### src/logic/ipa_cfg.svh
// Constants of the interrupt priority arbiter: offsets, fields, reset values
//
// Overview of operation
// - Competition among enabled pending requests runs again every instruction cycle.
// - Each source has its own enable; disabled sources never compete.
// - With global_irq_enable clear nothing is acknowledged; once set, enabled sources compete.
// - A source at level 0 never interrupts the CPU.
// - Requests at or below the CPU priority do not interrupt.
// - Group priority 0 to 3 ranks up to four sources inside one level.
// - Winner is highest level, then highest group within that level.
// - Winner acknowledged only above CPU priority; control passes to its vector.
// - Sixteen levels, fifteen effective, so fifteen routines may nest.
// - Levels 15 and 14 do transfers, or interrupt when channel counter is zero.
// - CPU priority shows the serviced level; software rewrites are used at once.
// - Requests at or below CPU priority stay pending with flags held.
// - On selection the task state is saved; content depends on segmentation_disable_bit.
// - On acknowledge the level goes into CPU priority and the flag clears.
// - At CPU level 14 only channels 4-7 transfer; at 15 none.
// - Segmented save order is status, code segment, instruction pointer; segment forced zero.
`ifndef IPA_CFG_SVH
`define IPA_CFG_SVH

// ----------------------------------------------------------------
// Sizes
// ----------------------------------------------------------------
`define IPA_NSRC 16
`define IPA_NCHAN 8
`define IPA_NEVT 3

// ----------------------------------------------------------------
// Register byte offsets
// ----------------------------------------------------------------
`define IPA_OFF_PROG 8'h00
`define IPA_OFF_SYSCFG 8'h04
`define IPA_OFF_CSEG 8'h08
`define IPA_OFF_IPTR 8'h0C
`define IPA_OFF_STS 8'h10
`define IPA_OFF_MSK 8'h14
`define IPA_OFF_WIN 8'h18
`define IPA_OFF_SRC 8'h40
`define IPA_OFF_CNT 8'h80
`define IPA_SRC_MASK 8'hC0
`define IPA_CNT_MASK 8'hE0

// ----------------------------------------------------------------
// Field positions and special values
// ----------------------------------------------------------------
`define IPA_PROG_GIE 11
`define IPA_PROG_PRIO 15:12
`define IPA_SRC_LVL 3:0
`define IPA_SRC_GRP 5:4
`define IPA_SRC_EN 6
`define IPA_SRC_FLAG 7
`define IPA_EVT_ACK 0
`define IPA_EVT_XFER 1
`define IPA_EVT_ZERO 2
`define IPA_LVL_NONE 4'h0
`define IPA_LVL_XFER_HI 4'hF
`define IPA_LVL_XFER_LO 4'hE
`define IPA_CHAN_HALF 3'h4
`define IPA_CNT_ZERO 8'h00
`define IPA_CNT_ONE 8'h01
`define IPA_CNT_CONT 8'hFF

// ----------------------------------------------------------------
// Reset values
// ----------------------------------------------------------------
`define IPA_RST_PROG 16'h0000
`define IPA_RST_SEGDIS 1'b1
`define IPA_RST_WORD 16'h0000

`endif

### src/logic/ipa_pkg.sv
// Types shared by the interrupt priority arbiter files
`include "ipa_cfg.svh"
package ipa_pkg;

  typedef struct packed {
    logic en;
    logic [1:0] grp;
    logic [3:0] lvl;
  } ipa_src_t;

  typedef enum logic [1:0] {
    IPA_IDLE,
    IPA_PUSH_PROG,
    IPA_PUSH_CSEG,
    IPA_PUSH_IPTR
  } ipa_push_t;

  typedef struct packed {
    ipa_src_t [`IPA_NSRC-1:0] src;
    logic [`IPA_NSRC-1:0] flag;
    logic [`IPA_NCHAN-1:0][7:0] cnt;
    logic [15:0] prog;
    logic segdis;
    logic [15:0] cseg;
    logic [15:0] iptr;
    logic [15:0] prog_sv;
    logic [`IPA_NEVT-1:0] sts;
    logic [`IPA_NEVT-1:0] msk;
    logic int_ack;
    logic [3:0] vec_index;
    logic [3:0] vec_level;
    logic [1:0] vec_group;
    logic xfer_valid;
    logic [2:0] xfer_chan;
    ipa_push_t push;
    logic stack_valid;
    logic [15:0] stack_data;
    logic [31:0] prdata;
    logic pslverr;
  } ipa_state_t;

endpackage : ipa_pkg

### src/logic/ipa_arbiter.sv
// Interrupt priority arbiter with APB registers, transfer channels and stack save
//
// Local design decisions: register access over APB and the register offsets.
`include "ipa_cfg.svh"
module ipa_arbiter (
  input wire logic pclk,
  input wire logic presetn,
  input wire logic psel,
  input wire logic penable,
  input wire logic pwrite,
  input wire logic [7:0] paddr,
  input wire logic [31:0] pwdata,
  output logic [31:0] prdata,
  output logic pready,
  output logic pslverr,
  input wire logic [`IPA_NSRC-1:0] req_in,
  output logic int_ack,
  output logic [3:0] vec_index,
  output logic [3:0] vec_level,
  output logic xfer_valid,
  output logic [2:0] xfer_chan,
  output logic stack_valid,
  output logic [15:0] stack_data,
  output logic irq
);

  ipa_pkg::ipa_state_t s_q;
  ipa_pkg::ipa_state_t s_d;

  logic [`IPA_NSRC-1:0] elig;
  logic found;
  logic [3:0] widx;
  logic [3:0] cpu_prio;
  logic [3:0] wlvl;
  logic [2:0] wchan;
  logic [7:0] wcnt;
  logic xfer_lvl;
  logic xfer_ok;
  logic grant;
  logic wr;
  logic rd;
  logic [3:0] aidx;
  logic [`IPA_NEVT-1:0] evt;

  // ----------------------------------------------------------------
  // Arbitration
  // ----------------------------------------------------------------
  assign cpu_prio = s_q.prog[`IPA_PROG_PRIO];

  // Flags are kept whatever the priority; only the grant is held back
  for (genvar i = 0; i < `IPA_NSRC; i++) begin : g_elig
    assign elig[i] = s_q.flag[i] && s_q.src[i].en
                     && s_q.src[i].lvl != `IPA_LVL_NONE;
  end

  ipa_pick u_pick (
    .elig(elig),
    .src(s_q.src),
    .found(found),
    .idx(widx)
  );

  assign wlvl = s_q.src[widx].lvl;
  assign wchan = {wlvl[0], s_q.src[widx].grp};
  assign wcnt = s_q.cnt[wchan];
  assign xfer_lvl = wlvl == `IPA_LVL_XFER_HI || wlvl == `IPA_LVL_XFER_LO;
  // Channel gating by CPU level
  assign xfer_ok = xfer_lvl && wcnt != `IPA_CNT_ZERO
                   && cpu_prio != `IPA_LVL_XFER_HI
                   && (cpu_prio != `IPA_LVL_XFER_LO || wchan >= `IPA_CHAN_HALF);
  // A fresh round every cycle; no grant while the stack save runs
  assign grant = found && s_q.prog[`IPA_PROG_GIE]
                 && wlvl > cpu_prio && s_q.push == ipa_pkg::IPA_IDLE;

  // ----------------------------------------------------------------
  // APB slave
  // ----------------------------------------------------------------
  assign wr = psel && penable && pwrite;
  assign rd = psel && !penable && !pwrite;
  assign aidx = paddr[5:2];
  assign pready = 1'b1;

  // ----------------------------------------------------------------
  // Next state
  // ----------------------------------------------------------------
  always_comb begin
    s_d = s_q;
    evt = '0;
    s_d.int_ack = 1'b0;
    s_d.xfer_valid = 1'b0;
    s_d.stack_valid = 1'b0;

    // Software writes first, hardware effects override them
    if (wr) begin
      if (paddr == `IPA_OFF_PROG) begin
        s_d.prog = pwdata[15:0];
      end else if (paddr == `IPA_OFF_SYSCFG) begin
        s_d.segdis = pwdata[0];
      end else if (paddr == `IPA_OFF_CSEG) begin
        s_d.cseg = pwdata[15:0];
      end else if (paddr == `IPA_OFF_IPTR) begin
        s_d.iptr = pwdata[15:0];
      end else if (paddr == `IPA_OFF_STS) begin
        s_d.sts = s_q.sts & ~pwdata[`IPA_NEVT-1:0];
      end else if (paddr == `IPA_OFF_MSK) begin
        s_d.msk = pwdata[`IPA_NEVT-1:0];
      end else if ((paddr & `IPA_SRC_MASK) == `IPA_OFF_SRC) begin
        s_d.src[aidx].lvl = pwdata[`IPA_SRC_LVL];
        s_d.src[aidx].grp = pwdata[`IPA_SRC_GRP];
        s_d.src[aidx].en = pwdata[`IPA_SRC_EN];
        s_d.flag[aidx] = pwdata[`IPA_SRC_FLAG];
      end else if ((paddr & `IPA_CNT_MASK) == `IPA_OFF_CNT) begin
        s_d.cnt[aidx[2:0]] = pwdata[7:0];
      end
    end

    // Grant: transfer service or CPU interrupt
    if (grant) begin
      s_d.vec_index = widx;
      s_d.vec_level = wlvl;
      s_d.vec_group = s_q.src[widx].grp;
      if (xfer_ok) begin
        s_d.xfer_valid = 1'b1;
        s_d.xfer_chan = wchan;
        evt[`IPA_EVT_XFER] = 1'b1;
        // Counter 1 leaves the flag set so the next round interrupts
        if (wcnt != `IPA_CNT_ONE) begin
          s_d.flag[widx] = 1'b0;
        end
        if (wcnt != `IPA_CNT_CONT) begin
          s_d.cnt[wchan] = wcnt - `IPA_CNT_ONE;
        end
        if (wcnt == `IPA_CNT_ONE) begin
          evt[`IPA_EVT_ZERO] = 1'b1;
        end
      end else begin
        s_d.int_ack = 1'b1;
        s_d.prog_sv = s_q.prog;
        s_d.prog[`IPA_PROG_PRIO] = wlvl;
        s_d.flag[widx] = 1'b0;
        s_d.push = ipa_pkg::IPA_PUSH_PROG;
        evt[`IPA_EVT_ACK] = 1'b1;
      end
    end

    // New requests win over any clear in the same cycle
    s_d.flag = s_d.flag | req_in;

    // Stack save sequence
    case (s_q.push)
      ipa_pkg::IPA_IDLE: begin
      end
      ipa_pkg::IPA_PUSH_PROG: begin
        s_d.stack_valid = 1'b1;
        s_d.stack_data = s_q.prog_sv;
        s_d.push = s_q.segdis ? ipa_pkg::IPA_PUSH_IPTR : ipa_pkg::IPA_PUSH_CSEG;
      end
      ipa_pkg::IPA_PUSH_CSEG: begin
        s_d.stack_valid = 1'b1;
        s_d.stack_data = s_q.cseg;
        s_d.cseg = `IPA_RST_WORD;
        s_d.push = ipa_pkg::IPA_PUSH_IPTR;
      end
      ipa_pkg::IPA_PUSH_IPTR: begin
        s_d.stack_valid = 1'b1;
        s_d.stack_data = s_q.iptr;
        s_d.push = ipa_pkg::IPA_IDLE;
      end
      default: begin
        s_d.push = ipa_pkg::IPA_IDLE;
      end
    endcase

    s_d.sts = s_d.sts | evt;

    // Read data latched in the setup phase, shown in the access phase
    if (psel && !penable) begin
      s_d.pslverr = 1'b0;
      s_d.prdata = '0;
      if (paddr == `IPA_OFF_PROG) begin
        s_d.prdata[15:0] = s_q.prog;
      end else if (paddr == `IPA_OFF_SYSCFG) begin
        s_d.prdata[0] = s_q.segdis;
      end else if (paddr == `IPA_OFF_CSEG) begin
        s_d.prdata[15:0] = s_q.cseg;
      end else if (paddr == `IPA_OFF_IPTR) begin
        s_d.prdata[15:0] = s_q.iptr;
      end else if (paddr == `IPA_OFF_STS) begin
        s_d.prdata[`IPA_NEVT-1:0] = s_q.sts;
      end else if (paddr == `IPA_OFF_MSK) begin
        s_d.prdata[`IPA_NEVT-1:0] = s_q.msk;
      end else if (paddr == `IPA_OFF_WIN) begin
        s_d.prdata[10:0] = {found, s_q.vec_group, s_q.vec_level, s_q.vec_index};
      end else if ((paddr & `IPA_SRC_MASK) == `IPA_OFF_SRC) begin
        s_d.prdata[7:0] = {s_q.flag[aidx], s_q.src[aidx]};
      end else if ((paddr & `IPA_CNT_MASK) == `IPA_OFF_CNT) begin
        s_d.prdata[7:0] = s_q.cnt[aidx[2:0]];
      end else begin
        // Unmapped offsets read zero; the error shows only in the access phase
        s_d.pslverr = 1'b1;
      end
      if (!rd) begin
        s_d.prdata = '0;
      end
    end
  end

  always_ff @(posedge pclk or negedge presetn) begin
    if (!presetn) begin
      s_q <= '0;
      s_q.prog <= `IPA_RST_PROG;
      s_q.segdis <= `IPA_RST_SEGDIS;
      s_q.push <= ipa_pkg::IPA_IDLE;
    end else begin
      s_q <= s_d;
    end
  end

  // ----------------------------------------------------------------
  // Outputs
  // ----------------------------------------------------------------
  assign prdata = s_q.prdata;
  assign pslverr = s_q.pslverr && psel && penable;
  assign int_ack = s_q.int_ack;
  assign vec_index = s_q.vec_index;
  assign vec_level = s_q.vec_level;
  assign xfer_valid = s_q.xfer_valid;
  assign xfer_chan = s_q.xfer_chan;
  assign stack_valid = s_q.stack_valid;
  assign stack_data = s_q.stack_data;
  assign irq = |(s_q.sts & s_q.msk);

  // ----------------------------------------------------------------
  // Checks
  // ----------------------------------------------------------------
  property p_gie_off;
    @(posedge pclk) disable iff (!presetn)
    !s_q.prog[`IPA_PROG_GIE] |-> ##1 !(int_ack || xfer_valid);
  endproperty
  a_gie_off: assert property (p_gie_off) else $error("grant with global enable off");

  property p_enabled;
    @(posedge pclk) disable iff (!presetn)
    int_ack || xfer_valid |-> $past(s_q.src[widx].en) && $past(s_q.flag[widx])
      && vec_level != `IPA_LVL_NONE;
  endproperty
  a_enabled: assert property (p_enabled) else $error("grant to disabled or level 0 source");

  property p_above;
    @(posedge pclk) disable iff (!presetn)
    int_ack |-> $past(cpu_prio) < vec_level && cpu_prio == vec_level;
  endproperty
  a_above: assert property (p_above) else $error("ack not above CPU priority");

  property p_flag_clr;
    @(posedge pclk) disable iff (!presetn)
    int_ack && !$past(req_in[widx]) |-> !s_q.flag[vec_index];
  endproperty
  a_flag_clr: assert property (p_flag_clr) else $error("flag not cleared on ack");

  property p_pending;
    @(posedge pclk) disable iff (!presetn)
    s_q.flag[0] && !wr && !(grant && widx == 4'h0) |=> s_q.flag[0];
  endproperty
  a_pending: assert property (p_pending) else $error("pending flag lost");

  property p_seg;
    @(posedge pclk) disable iff (!presetn)
    int_ack && !s_q.segdis |-> ##1 stack_valid && stack_data == $past(s_q.prog_sv)
      ##1 stack_valid ##1 stack_valid && s_q.cseg == `IPA_RST_WORD ##1 !stack_valid;
  endproperty
  a_seg: assert property (p_seg) else $error("segmented save order wrong");

  property p_noseg;
    @(posedge pclk) disable iff (!presetn)
    int_ack && s_q.segdis |-> ##1 stack_valid [*2] ##1 !stack_valid;
  endproperty
  a_noseg: assert property (p_noseg) else $error("flat save length wrong");

  property p_cnt;
    @(posedge pclk) disable iff (!presetn)
    xfer_valid |-> $past(wcnt) != `IPA_CNT_ZERO && $past(cpu_prio) != `IPA_LVL_XFER_HI
      && ($past(cpu_prio) != `IPA_LVL_XFER_LO || xfer_chan >= `IPA_CHAN_HALF);
  endproperty
  a_cnt: assert property (p_cnt) else $error("transfer with zero count or blocked channel");

  property p_best;
    @(posedge pclk) disable iff (!presetn)
    found |-> !(elig[0] && {s_q.src[0].lvl, s_q.src[0].grp} > {wlvl, s_q.src[widx].grp});
  endproperty
  a_best: assert property (p_best) else $error("winner not highest");

  property p_fresh;
    @(posedge pclk) disable iff (!presetn)
    found && s_q.prog[`IPA_PROG_GIE] && wlvl > cpu_prio && s_q.push == ipa_pkg::IPA_IDLE
      |=> int_ack || xfer_valid;
  endproperty
  a_fresh: assert property (p_fresh) else $error("eligible winner above CPU priority not granted");

  property p_cnt_one;
    @(posedge pclk) disable iff (!presetn)
    xfer_valid && $past(wcnt) == `IPA_CNT_ONE && !$past(wr) |-> s_q.flag[vec_index]
      && s_q.cnt[xfer_chan] == `IPA_CNT_ZERO;
  endproperty
  a_cnt_one: assert property (p_cnt_one) else $error("count of one did not keep the flag");

  property p_top_level;
    @(posedge pclk) disable iff (!presetn)
    cpu_prio == `IPA_LVL_XFER_HI |=> !xfer_valid;
  endproperty
  a_top_level: assert property (p_top_level) else $error("transfer while CPU at top level");

endmodule : ipa_arbiter

### src/logic/ipa_pick.sv
// Winner search: highest level, then highest group, among eligible sources
`include "ipa_cfg.svh"
module ipa_pick (
  input wire logic [`IPA_NSRC-1:0] elig,
  input wire ipa_pkg::ipa_src_t [`IPA_NSRC-1:0] src,
  output logic found,
  output logic [3:0] idx
);

  logic [5:0] best;

  // Ties keep the lowest index; unique keys make this moot
  always_comb begin
    found = 1'b0;
    idx = 4'h0;
    best = 6'h00;
    for (int i = 0; i < `IPA_NSRC; i++) begin
      if (elig[i] && (!found || {src[i].lvl, src[i].grp} > best)) begin
        found = 1'b1;
        idx = 4'(i);
        best = {src[i].lvl, src[i].grp};
      end
    end
  end

endmodule : ipa_pick

### config.mk
export PLATFORM = sky130hd
export DESIGN_NAME = ipa_arbiter
export DESIGN_NICKNAME = d
export VERILOG_FILES = /design/src/logic/ipa_pkg.sv /design/src/logic/ipa_arbiter.sv /design/src/logic/ipa_pick.sv
export VERILOG_INCLUDE_DIRS = /design/src /design/src/logic
export SDC_FILE = /design/constraint.sdc
export NUM_CORES = 1
export LEC_CHECK = 0
export CORE_UTILIZATION = 43
export CTS_CLUSTER_SIZE = 16
export DETAILED_ROUTE_END_ITERATION = 10
export DONT_BUFFER_PORTS = 1
export PLACE_DENSITY_LB_ADDON = 0.3
export SLEW_MARGIN = 20
export SYNTH_ARGS = -nofsm -noshare
export SYNTH_HDL_FRONTEND = slang
export SYNTH_SLANG_ARGS = --single-unit
### constraint.sdc
create_clock -name pclk -period 41.3 [get_ports pclk]
set_input_delay 10.325 -clock pclk [delete_from_list [all_inputs] [get_ports pclk]]
set_output_delay 10.325 -clock pclk [all_outputs]
set_load 0.01 [all_outputs]
# --- After elaboration in Yosys (flattened, before gate mapping) ---
# Cells that the tools add are included.
# Widths: inputs -> output; s select.
totals:
  elab_cells: 408
  in_bits: 61
  regBits: 330
op_classes:
  n_mux: 141
  bitwise_logic: 14
  magnitude_cmp: 25
  addsub: 1
  n_eq_ne: 21
  n_reduce_logical: 130
op_table:
  columns: ["op", "n"]
  rows:
  - ["$mux 80", 6]
  - ["$bwmux 112", 3]
  - ["$mux 64", 4]
  - ["$mux 16", 11]
  - ["$mux 6", 22]
  - ["$mux 129", 1]
  - ["$bwmux 64", 2]
  - ["$gt 6x6->1", 15]
  - ["$demux 7 s4", 3]
  - ["$mux 84", 1]
  - ["$mux 8", 9]
  - ["$reduce_bool 4->1", 17]
  - ["$logic_and 1x1->1", 63]
  - ["$pmux 19 s3", 1]
  - ["$bmux 7 s4", 2]
  - ["$bmux 8 s3", 2]
  - ["$demux 8 s3", 2]
  - ["$mux 4", 11]
  - ["$mux 1", 34]
  - ["$mux 3", 11]
  - ["$mux 33", 1]
  - ["$mux 32", 1]
  - ["$eq 8x5->1 const B", 3]
  - ["$logic_not 1->1", 17]
  - ["other kinds (48)", 90]

# --- Depth between registers and ports, before layout ---
# Gate-level depths: netlist of the first run.
depth:
  word_depth: 74
  depth_mapped: 174

# --- Cells and area by module ---
# A second synthesis of the first run with hierarchy kept.
hier_totals:
  cells_unflattened: 2074
  area_unflattened_um2: 22175.0
modules_own_cells:
  columns: ["mod", "instances", "area_per_inst_um2", "cells_each", "seq_area_each_um2"]
  rows:
  - ["ipa_arbiter", 1, 17719.5, 1464, 7858.8]
  - ["ipa_pick", 1, 4455.5, 610, 0.0]

# --- Least setup slack after synthesis of the first run ---
# Ideal clock, no wire load.
synth_path:
  path_type: "register to register"
  from: "reg s_q[221] (netlist name)"
  to: "reg s_q[139] (netlist name)"
  t_arrival_ns: 29.656
  setup_slack_ns: 11.516
  period_less_slack_ns: 29.784
  stages_incl_launch_ff: 155
  required_ns: 41.172
  cell_sequence: "dfrtp_1 > or4_4 > and2_4 > nand2_1 > ha_1 > a21oi_1 > o2111ai_1 > and2_1 > o21ai_0 > inv_1 > ha_1 > nand4_1 > nor2_1 > o22a_1 > a21o_1 > buf_6 > mux2i_1 > ha_1 > (+119 left out) > clkbuf_1 > or3_1 > clkbuf_1 > or2_1 > clkbuf_1 > o22ai_1 > a221o_1 > buf_2 > o21ai_0 > and3_1 > a2111oi_0 > clkbuf_1 > ha_1 > inv_1 > nor4_1 > nand2_2 > nand4_4 > mux2_1"
synth_lines:
  columns: ["item", "line", "source"]
  rows:
  - ["from (decl)", "ipa_arbiter.sv:27", "ipa_pkg::ipa_state_t s_q;"]

==> results of run 1 <==
-- stage by stage --
stage	power (mW)	setup WS (ps)	util [%]
global route	0.9591	3474	46.09
floorplan	0.5408	11520	-
CTS	0.9191	6362	46.08
detailed placement	0.5930	6493	43.77
global placement	0.5872	6989	43.77
finish	0.9208	6312	46.11
-- power groups by stage --
stage | registers, mW | clock network, mW | logic [mW]
detailed placement | 0.353 | 0 | 0.240
CTS | 0.348 | 0.330 | 0.241
finish | 0.348 | 0.327 | 0.246
floorplan | 0.340 | 0 | 0.200
global route | 0.350 | 0.343 | 0.266
global placement | 0.352 | 0 | 0.235
-- cells in the final DEF (no fill, tap or decap), types with 10 or more instances in the layout --
cell type / Yosys / routed
dfrtp_1: 313 / 313
nand2_1: 230 / 230
mux2i_1: 169 / 169
mux2_2: 152 / 152
nor2_1: 123 / 123
o21ai_0: 116 / 116
a21oi_1: 114 / 114
nand3_1: 89 / 89
inv_1: 86 / 86
ha_1: 85 / 85
nor3_1: 65 / 63
mux4_2: 56 / 56
clkbuf_16: 0 / 38
o22ai_1: 24 / 24
mux2_1: 22 / 22
and2_1: 21 / 21
a211oi_1: 21 / 21
buf_4: 63 / 21
a222oi_1: 20 / 20
o21a_1: 19 / 19
a21o_1: 19 / 19
nor2b_1: 18 / 18
nand4_1: 18 / 18
and3_1: 18 / 18
o21bai_1: 18 / 18
conb_1: 2 / 17
a31oi_1: 16 / 16
nor4_1: 17 / 16
o41ai_1: 14 / 14
or4_1: 13 / 13
o31ai_1: 13 / 12
nand2b_1: 11 / 11
o21ai_1: 11 / 11
o2111ai_1: 10 / 10
xnor2_1: 10 / 10
-- routing by layer --
metal | vias up | part of all wire [%] | GRT usage [%]
met5 | - | 0.031 | 0
met4 | 4 | 3.8 | 9.913
met3 | 182 | 9.1 | 5.855
met2 | 932 | 45 | 41.98
met1 | 9289 | 42 | 38.11
li1 | 8271 | - | -
-- how the worst min path moves through the flow --
stage,from,end,slack (ps)
3_5_place_dp,s_q[84]$_DFFE_PN0P_,s_q[84]$_DFFE_PN0P_,450
5_1_grt,s_q[84]$_DFFE_PN0P_,s_q[84]$_DFFE_PN0P_,480
3_3_place_gp,s_q[84]$_DFFE_PN0P_,s_q[84]$_DFFE_PN0P_,460
4_1_cts,s_q[84]$_DFFE_PN0P_,s_q[84]$_DFFE_PN0P_,480
6_report,s_q[84]$_DFFE_PN0P_,s_q[84]$_DFFE_PN0P_,480
2_1_floorplan,s_q[84]$_DFFE_PN0P_,s_q[84]$_DFFE_PN0P_,430
-- layout make-up --
cell class                      count  area (um^2)
Fill cell                        4764        27700
Multi-Input combinational cell   1714        13310
Sequential cell                   314         7859
Clock buffer                       54         1101
Tap cell                          680        850.8
Inverter                           87        326.6
Timing Repair Buffer               21        157.7
Clock inverter                      7        88.84
Antenna cell                        5        12.51
-- cell families (layout without fill, tap and decap cells) --
group	after synthesis	count (layout)
and+or+nand+nor	680	680
other	2	22
muxes	401	401
AOI/OAI and AO/OA	512	512
buffers and inverters	290	169
adders and majority gates	88	88
xor gates and xnor gates	16	16
DFF	314	314
-- cells in the mapped netlist, types with 22 or more instances --
master      n
dfrtp_1   313
nand3_1    89
inv_1      86
nand2_1   230
mux4_2     56
o22ai_1    24
clkbuf_1  100
nor2_1    123
mux2i_1   169
nor3_1     65
mux2_1     22
ha_1       85
o21ai_0   116
buf_4      63
a21oi_1   114
mux2_2    152
-- worst max-delay path, delay by kind of cell (launching register included) --
family                     cells  cell delay [ps]
DFF                            1              430
muxes                          9             3030
adders and majority gates     18             5160
buffers and inverters         12             1590
AOI/OAI and AO/OA             69            16530
and+or+nand+nor               36             8070
-- sequential cells by signal (all words and copies together), names as in the netlist --
register	cells
cpu_prio	4
int_ack	1
prdata	16
s_q	264
stack_data	16
stack_valid	1
vec_index	4
vec_level	4
xfer_chan	3
xfer_valid	1
==> impl_results.md, run 1 <==
- Die Wd: approximately 230 um
- Layout cells sized above 1: roughly 16%
- Largest area contributor in the netlist: dfrtp_1
- Core area: a little over 0.05 mm^2
- Port Buffers: 0
- Io pins: approximately 130
- Nets@finish: 2,321
- Most Frequent Cell on Critical Path: ha_1
- Post-Synth XOR/XNOR Area: less than 1%
- Status: complete, no violations
- Vias: between 15,000 and 20,000
- Total grt overflow: 0
- Final setup violation count: 0
- Post-CTS resize count: 0
- Synthesized cell area: approximately 0.022 mm^2
- Sequential power share: between 30% and 40%
- Adder-Cell Fraction of Synth Area: roughly 4.9%
- Fin crit share: between 80% and 90%
- DPL Wire Length: 50,870 um
- #FFs+latches synth: between 300 and 400
- Crit Path Category: register to register
- Hold depth: 1
- Power per Cell Area: between 30 and 40 mW/mm^2
- Worst r2r dst: s_q[147]$_DFF_PN0_
- CTS tree: done
- Comb pwr share: 26.7%
- Multiplexer share of the synthesized area: roughly 22%
- Arrival time at the worst endpoint: 35,440 ps
- Clock slew at reported path FFs: about 60 ps
- Setup repair bufs after CTS: 0
- Critical path's slowest cell: a31oi_2
- Routed Antenna Nets: 0
- Register area share after synthesis: between 30% and 40%
- Crit path capture: s_q[147]$_DFF_PN0_
- Placed Cells: 2,816
- Clock skew: approximately 32 ps
- RD Place Congestion: approximately 0.94
- Combinational family with the most area after synthesis: multiplexers
- Fin area: about 0.024 mm^2
- Pint: roughly 0.6 mW
- CTS Hold Buffers Added: 0
- Final wirelength: about 73,000 um
- Fin. max-slew vios: 0
- Iteration-0 DRC Markers: 2,232
- Synth Area in Compound Gates: 15.91%
- Initial antenna violation count: 7
- Synth top area share: about a third
- Worst rel slew slack: roughly a quarter
- Setup TNS: 0 ps
- Worst-path fanout max: 30
- Worst Path Required: between 40,000 and 50,000 ps
- Area grow syn2layout: 5.591%
- Worst hold slack: ~480 ps
- Final non-filler cell total: roughly 2,900
- Crit path launch type: register
- Starting Density: between 40% and 50%
- Min Tclk post-route: 34,990 ps
- Sw Pwr: 0.3188 mW
- Area after DPL: 0.02250 mm^2
- Die Ht: 230.5 um
- Synth Area in Simple Gates: 15.26%
- DR pass1 iterations: 7
- Max Freq: between 0.02 and 0.03 GHz
- Clk sinks: roughly 310
- Max Cap Viol: 0
- RSZ-0062 raised after global routing: false
- Post-synthesis cell type count: 115
- Mean post-synth cell area: between 9 and 10 um^2
- FP Rows: 83
- Worst slew pin tran: 1118 ps
- GRT Resource Usage Total: 27.42%
- Area contributors post-synth: dfrtp_1 35%, mux2_2 7.6%, mux2i_1 7.5%
- Clock Power Share: between 30% and 40%
- CTS H-Tree Depth: 2
- P_leak: 10.94 nW
- Post-DR vias/cell: around 6.5
- Main synth FF type: dfrtp_1
- Clk Latency, worst-skew pair: just under 600 ps
- CP startpoint: s_q[221]$_DFFE_PN0P_
- Endpoint class of the critical path: register
- CP max stage delay: around 800 ps
- Global-route wire length before repair: 112,200 um
- Worst reg2reg path depth: between 100 and 150
- Number of global-route vias before repair: between 15,000 and 20,000
- Root Driver: clkbuf_16
- Final hold viol count: 0
- FFs w/ async S/R, synth: 100.0%
- R2R setup slack: 6310 ps
- Post-Synthesis Cells: between 2,000 and 2,500
- Worst IR Drop VDD: roughly 36 uV
- Routed len/inst: approximately 25 um
- Maximum root-to-sink buffer count: 3
- Post-synth EDFFs: 0
- Worst r2r src: s_q[221]$_DFFE_PN0P_
- Synth Warn #: 0
- Largest net degree at the start of global routing: 315
- Die ar.: about 0.053 mm^2
- Min-Delay Path Class: register to register
- Sw frac: between 30% and 40%
- DRC Markers: 0
- TritonCTS buffer count: 37
No activity file was read; power rests on OpenSTA's default activity.
==> run 2: changes to the inputs <==
Clock period 41.3 ns to 32.2 ns, I/O delays scaled along.
==> run 2 against run 1 <==
- wire length is 1.1% higher
- register-to-register slack lost 4600 ps
- combinational power grew 41%
- largest power group unchanged
- critical path type unchanged
==> impl_results.md, run 2 (synthesis results as in run 1) <==
- Status: complete, no violations (unchanged)
- FF+latch area: 0.007859 mm^2 (unchanged)
- Fill cells: 4,689 (was 4,764)
- Pre-CTS WS: 54.40 ps (was 6493 ps)
- Endpoint class of the critical path: register (unchanged)
- Port Buffers: 0 (unchanged)
- Arrival time at the worst endpoint: 30,970 ps (was 35,440 ps)
- Nets@finish: 2,415 (was 2,321)
- Die ar.: 0.05312 mm^2 (unchanged)
- Final Util: 48.20% (was 46.11%)
- Routed len/inst: 24.90 um (was 25.45 um)
- Worst-path fanout max: 15 (was 30)
- CTS tree: done (unchanged)
- GRT Resource Usage Total: 27.63% (was 27.42%)
- Clock skew: 23.79 ps (was 31.67 ps)
- TritonCTS buffer count: 38 (was 37)
- Largest net degree at the start of global routing: 315 (unchanged)
- Most Frequent Cell on Critical Path: ha_1 (unchanged)
- CP max stage delay: 570 ps (was 780 ps)
- Worst Path Required: 32,640 ps (was 41,750 ps)
- Fin. max-slew vios: 0 (unchanged)
- Area taken by multi-input logic gates: 0.01352 mm^2 (was 0.01331 mm^2)
- Maximum root-to-sink buffer count: 3 (unchanged)
- Layout cells sized above 1: 21.28% (was 16.02%)
- Io pins: 126 (unchanged)
- Crit Path Category: register to register (unchanged)
- Final hold viol count: 0 (unchanged)
- Iteration-0 DRC Markers: 2,279 (was 2,232)
- Power per Cell Area: 49.77 mW/mm^2 (was 38.85 mW/mm^2)
- FP Rows: 83 (unchanged)
- Commonest non-fill, non-tap cell in the layout: dfrtp_1 (unchanged)
- Starting Density: 43.67% (unchanged)
- Worst slew pin tran: 1176 ps (was 1118 ps)
- Worst hold slack: 466.7 ps (was 482.4 ps)
- Worst rel slew slack: 21.31% (was 24.76%)
- Max Freq: 0.03276 GHz (was 0.02858 GHz)
- Number of global-route vias before repair: 18,050 (was 17,980)
- Core area: 0.05141 mm^2 (unchanged)
- Final setup margin: 1675 ps (was 6312 ps)
- Max Cap Viol: 0 (unchanged)
- Fin crit share: 94.80% (was 84.72%)
- DR pass1 iterations: 9 (was 7)
- Commonest non-fill, non-tap cells in the layout: 313 x dfrtp_1, 227 x nand2_1, 164 x mux2i_1 (was 313 x dfrtp_1, 230 x nand2_1, 169 x mux2i_1)
- Vias: 19,040 (was 18,680)
- Die Ht: 230.5 um (unchanged)
- Initial antenna violation count: 6 (was 7)
- Clk sinks: 314 (unchanged)
- Die Wd: 230.5 um (unchanged)
- CTS H-Tree Depth: 2 (unchanged)
- P_leak: 11.48 nW (was 10.94 nW)
- Min Tclk post-route: 30,530 ps (was 34,990 ps)
- Biggest register: s_q (unchanged)
- Routed Antenna Nets: 0 (unchanged)
- Post-DR vias/cell: 6.397 (was 6.481)
- Total grt overflow: 0 (unchanged)
- Area grow syn2layout: 10.38% (was 5.591%)
- Final setup violation count: 0 (unchanged)
- Clk Latency, worst-skew pair: 570 ps (was 580 ps)
- Min-Delay Path Class: register to register (unchanged)
- Critical path's slowest cell: or4_4 (was a31oi_2)
- DPL Wire Length: 52,750 um (was 50,870 um)
- Crit path launch type: register (unchanged)
- Root Driver: clkbuf_16 (unchanged)
- RD Place Congestion: 0.9667 (was 0.9356)
- Clock slew at reported path FFs: 60 ps (about the same)
- Number of flip-flops in the largest register: 264 (unchanged)
- Worst IR Drop VDD: 37.01 uV (was 35.82 uV)
- DRC Markers: 0 (unchanged)
- Final wirelength: 74,120 um (was 73,340 um)
- Global-route wire length before repair: 113,300 um (was 112,200 um)
==> run 2: cell count changes in the layout (fill, tap and decap cells not counted), sizes merged <==
cell / previous run / this run
clkinv: 4 / 5
diode: 5 / 4
buf: 21 / 114
bufinv: 1 / 3
inv: 88 / 89
clkbuf: 54 / 53
==> run 2: metrics by stage <==
step,power [mW],instance area (um^2),std cells,setup TNS (ps)
after detailed placement,0.7823,23130,2888,0
after global routing,1.287,24770,2974,-2098
after CTS,1.223,24390,2952,0
after global placement,0.7744,23130,2888,0
after floorplan,0.6936,22500,2318,0
final,1.233,24780,2977,0
==> run 2: final cells by class <==
type / count / area share [%]
diodes: 4 / 0.04040
multi-input cells: 1714 / 54.58
clock inverters: 11 / 0.6110
inverters: 87 / 1.318
repair buffers: 114 / 3.823
well taps: 680 / 3.434
clock buffers: 53 / 4.474
flip-flops and latches: 314 / 31.72
==> run 2: power breakdown <==
part | internal (mW) | total, mW | switching (mW) | leakage (nW)
Sequential | 0.417 | 0.447 | 0.0296 | 3.90
Combinational | 0.135 | 0.348 | 0.212 | 6.96
Clock | 0.264 | 0.439 | 0.175 | 0.622
==> run 2: repair_timing <==
| item | CTS | global route |
|---|---|---|
| resized for setup | 1 | 56 |
| hold endpoints to repair | 0 | 0 |
| gates cloned | 0 | 0 |
| pin swaps | 0 | 11 |
| endpoints found under the setup margin | 31 | 120 |
| setup buffers | 0 | 21 |
| hold buffers | 0 | 0 |
==> run 2: worst paths after layout <==
path / startpoint / to / slack (ps) / cells past startpoint
max: s_q[221]$_DFFE_PN0P_ / s_q[51]$_DFFE_PN0P_ / 1670 / 148
min: s_q[84]$_DFFE_PN0P_ / s_q[84]$_DFFE_PN0P_ / 470 / 1
max reg2reg: s_q[221]$_DFFE_PN0P_ / s_q[51]$_DFFE_PN0P_ / 1670 / 148
min reg2reg: s_q[84]$_DFFE_PN0P_ / s_q[84]$_DFFE_PN0P_ / 470 / 1
max in group asynchronous: presetn / s_q[297]$_DFFE_PN0P_ / 24410 / 0
min in group asynchronous: presetn / stack_data[9]$_DFFE_PN0P_ / 7190 / 0
==> run 2: routing by layer <==
layer  share of wire (%)  GRT usage [%]  wire (um)  vias up
li1                    -              -          -     8428
met5               0.020              0         15        -
met2                  46          42.86      33810      941
met4                 3.6          10.24       2679        2
met1                  42          39.19      31340     9527
met3                 8.5          3.730       6275      146
==> run 2: worst max-delay path, delay by kind of cell (launching register included) <==
family	cells	cell delay [ps]
compound gates	65	12770
simple gates	43	7410
buf+inv	14	1890
flops	1	440
mux	8	2570
fa+ha+maj	18	5320
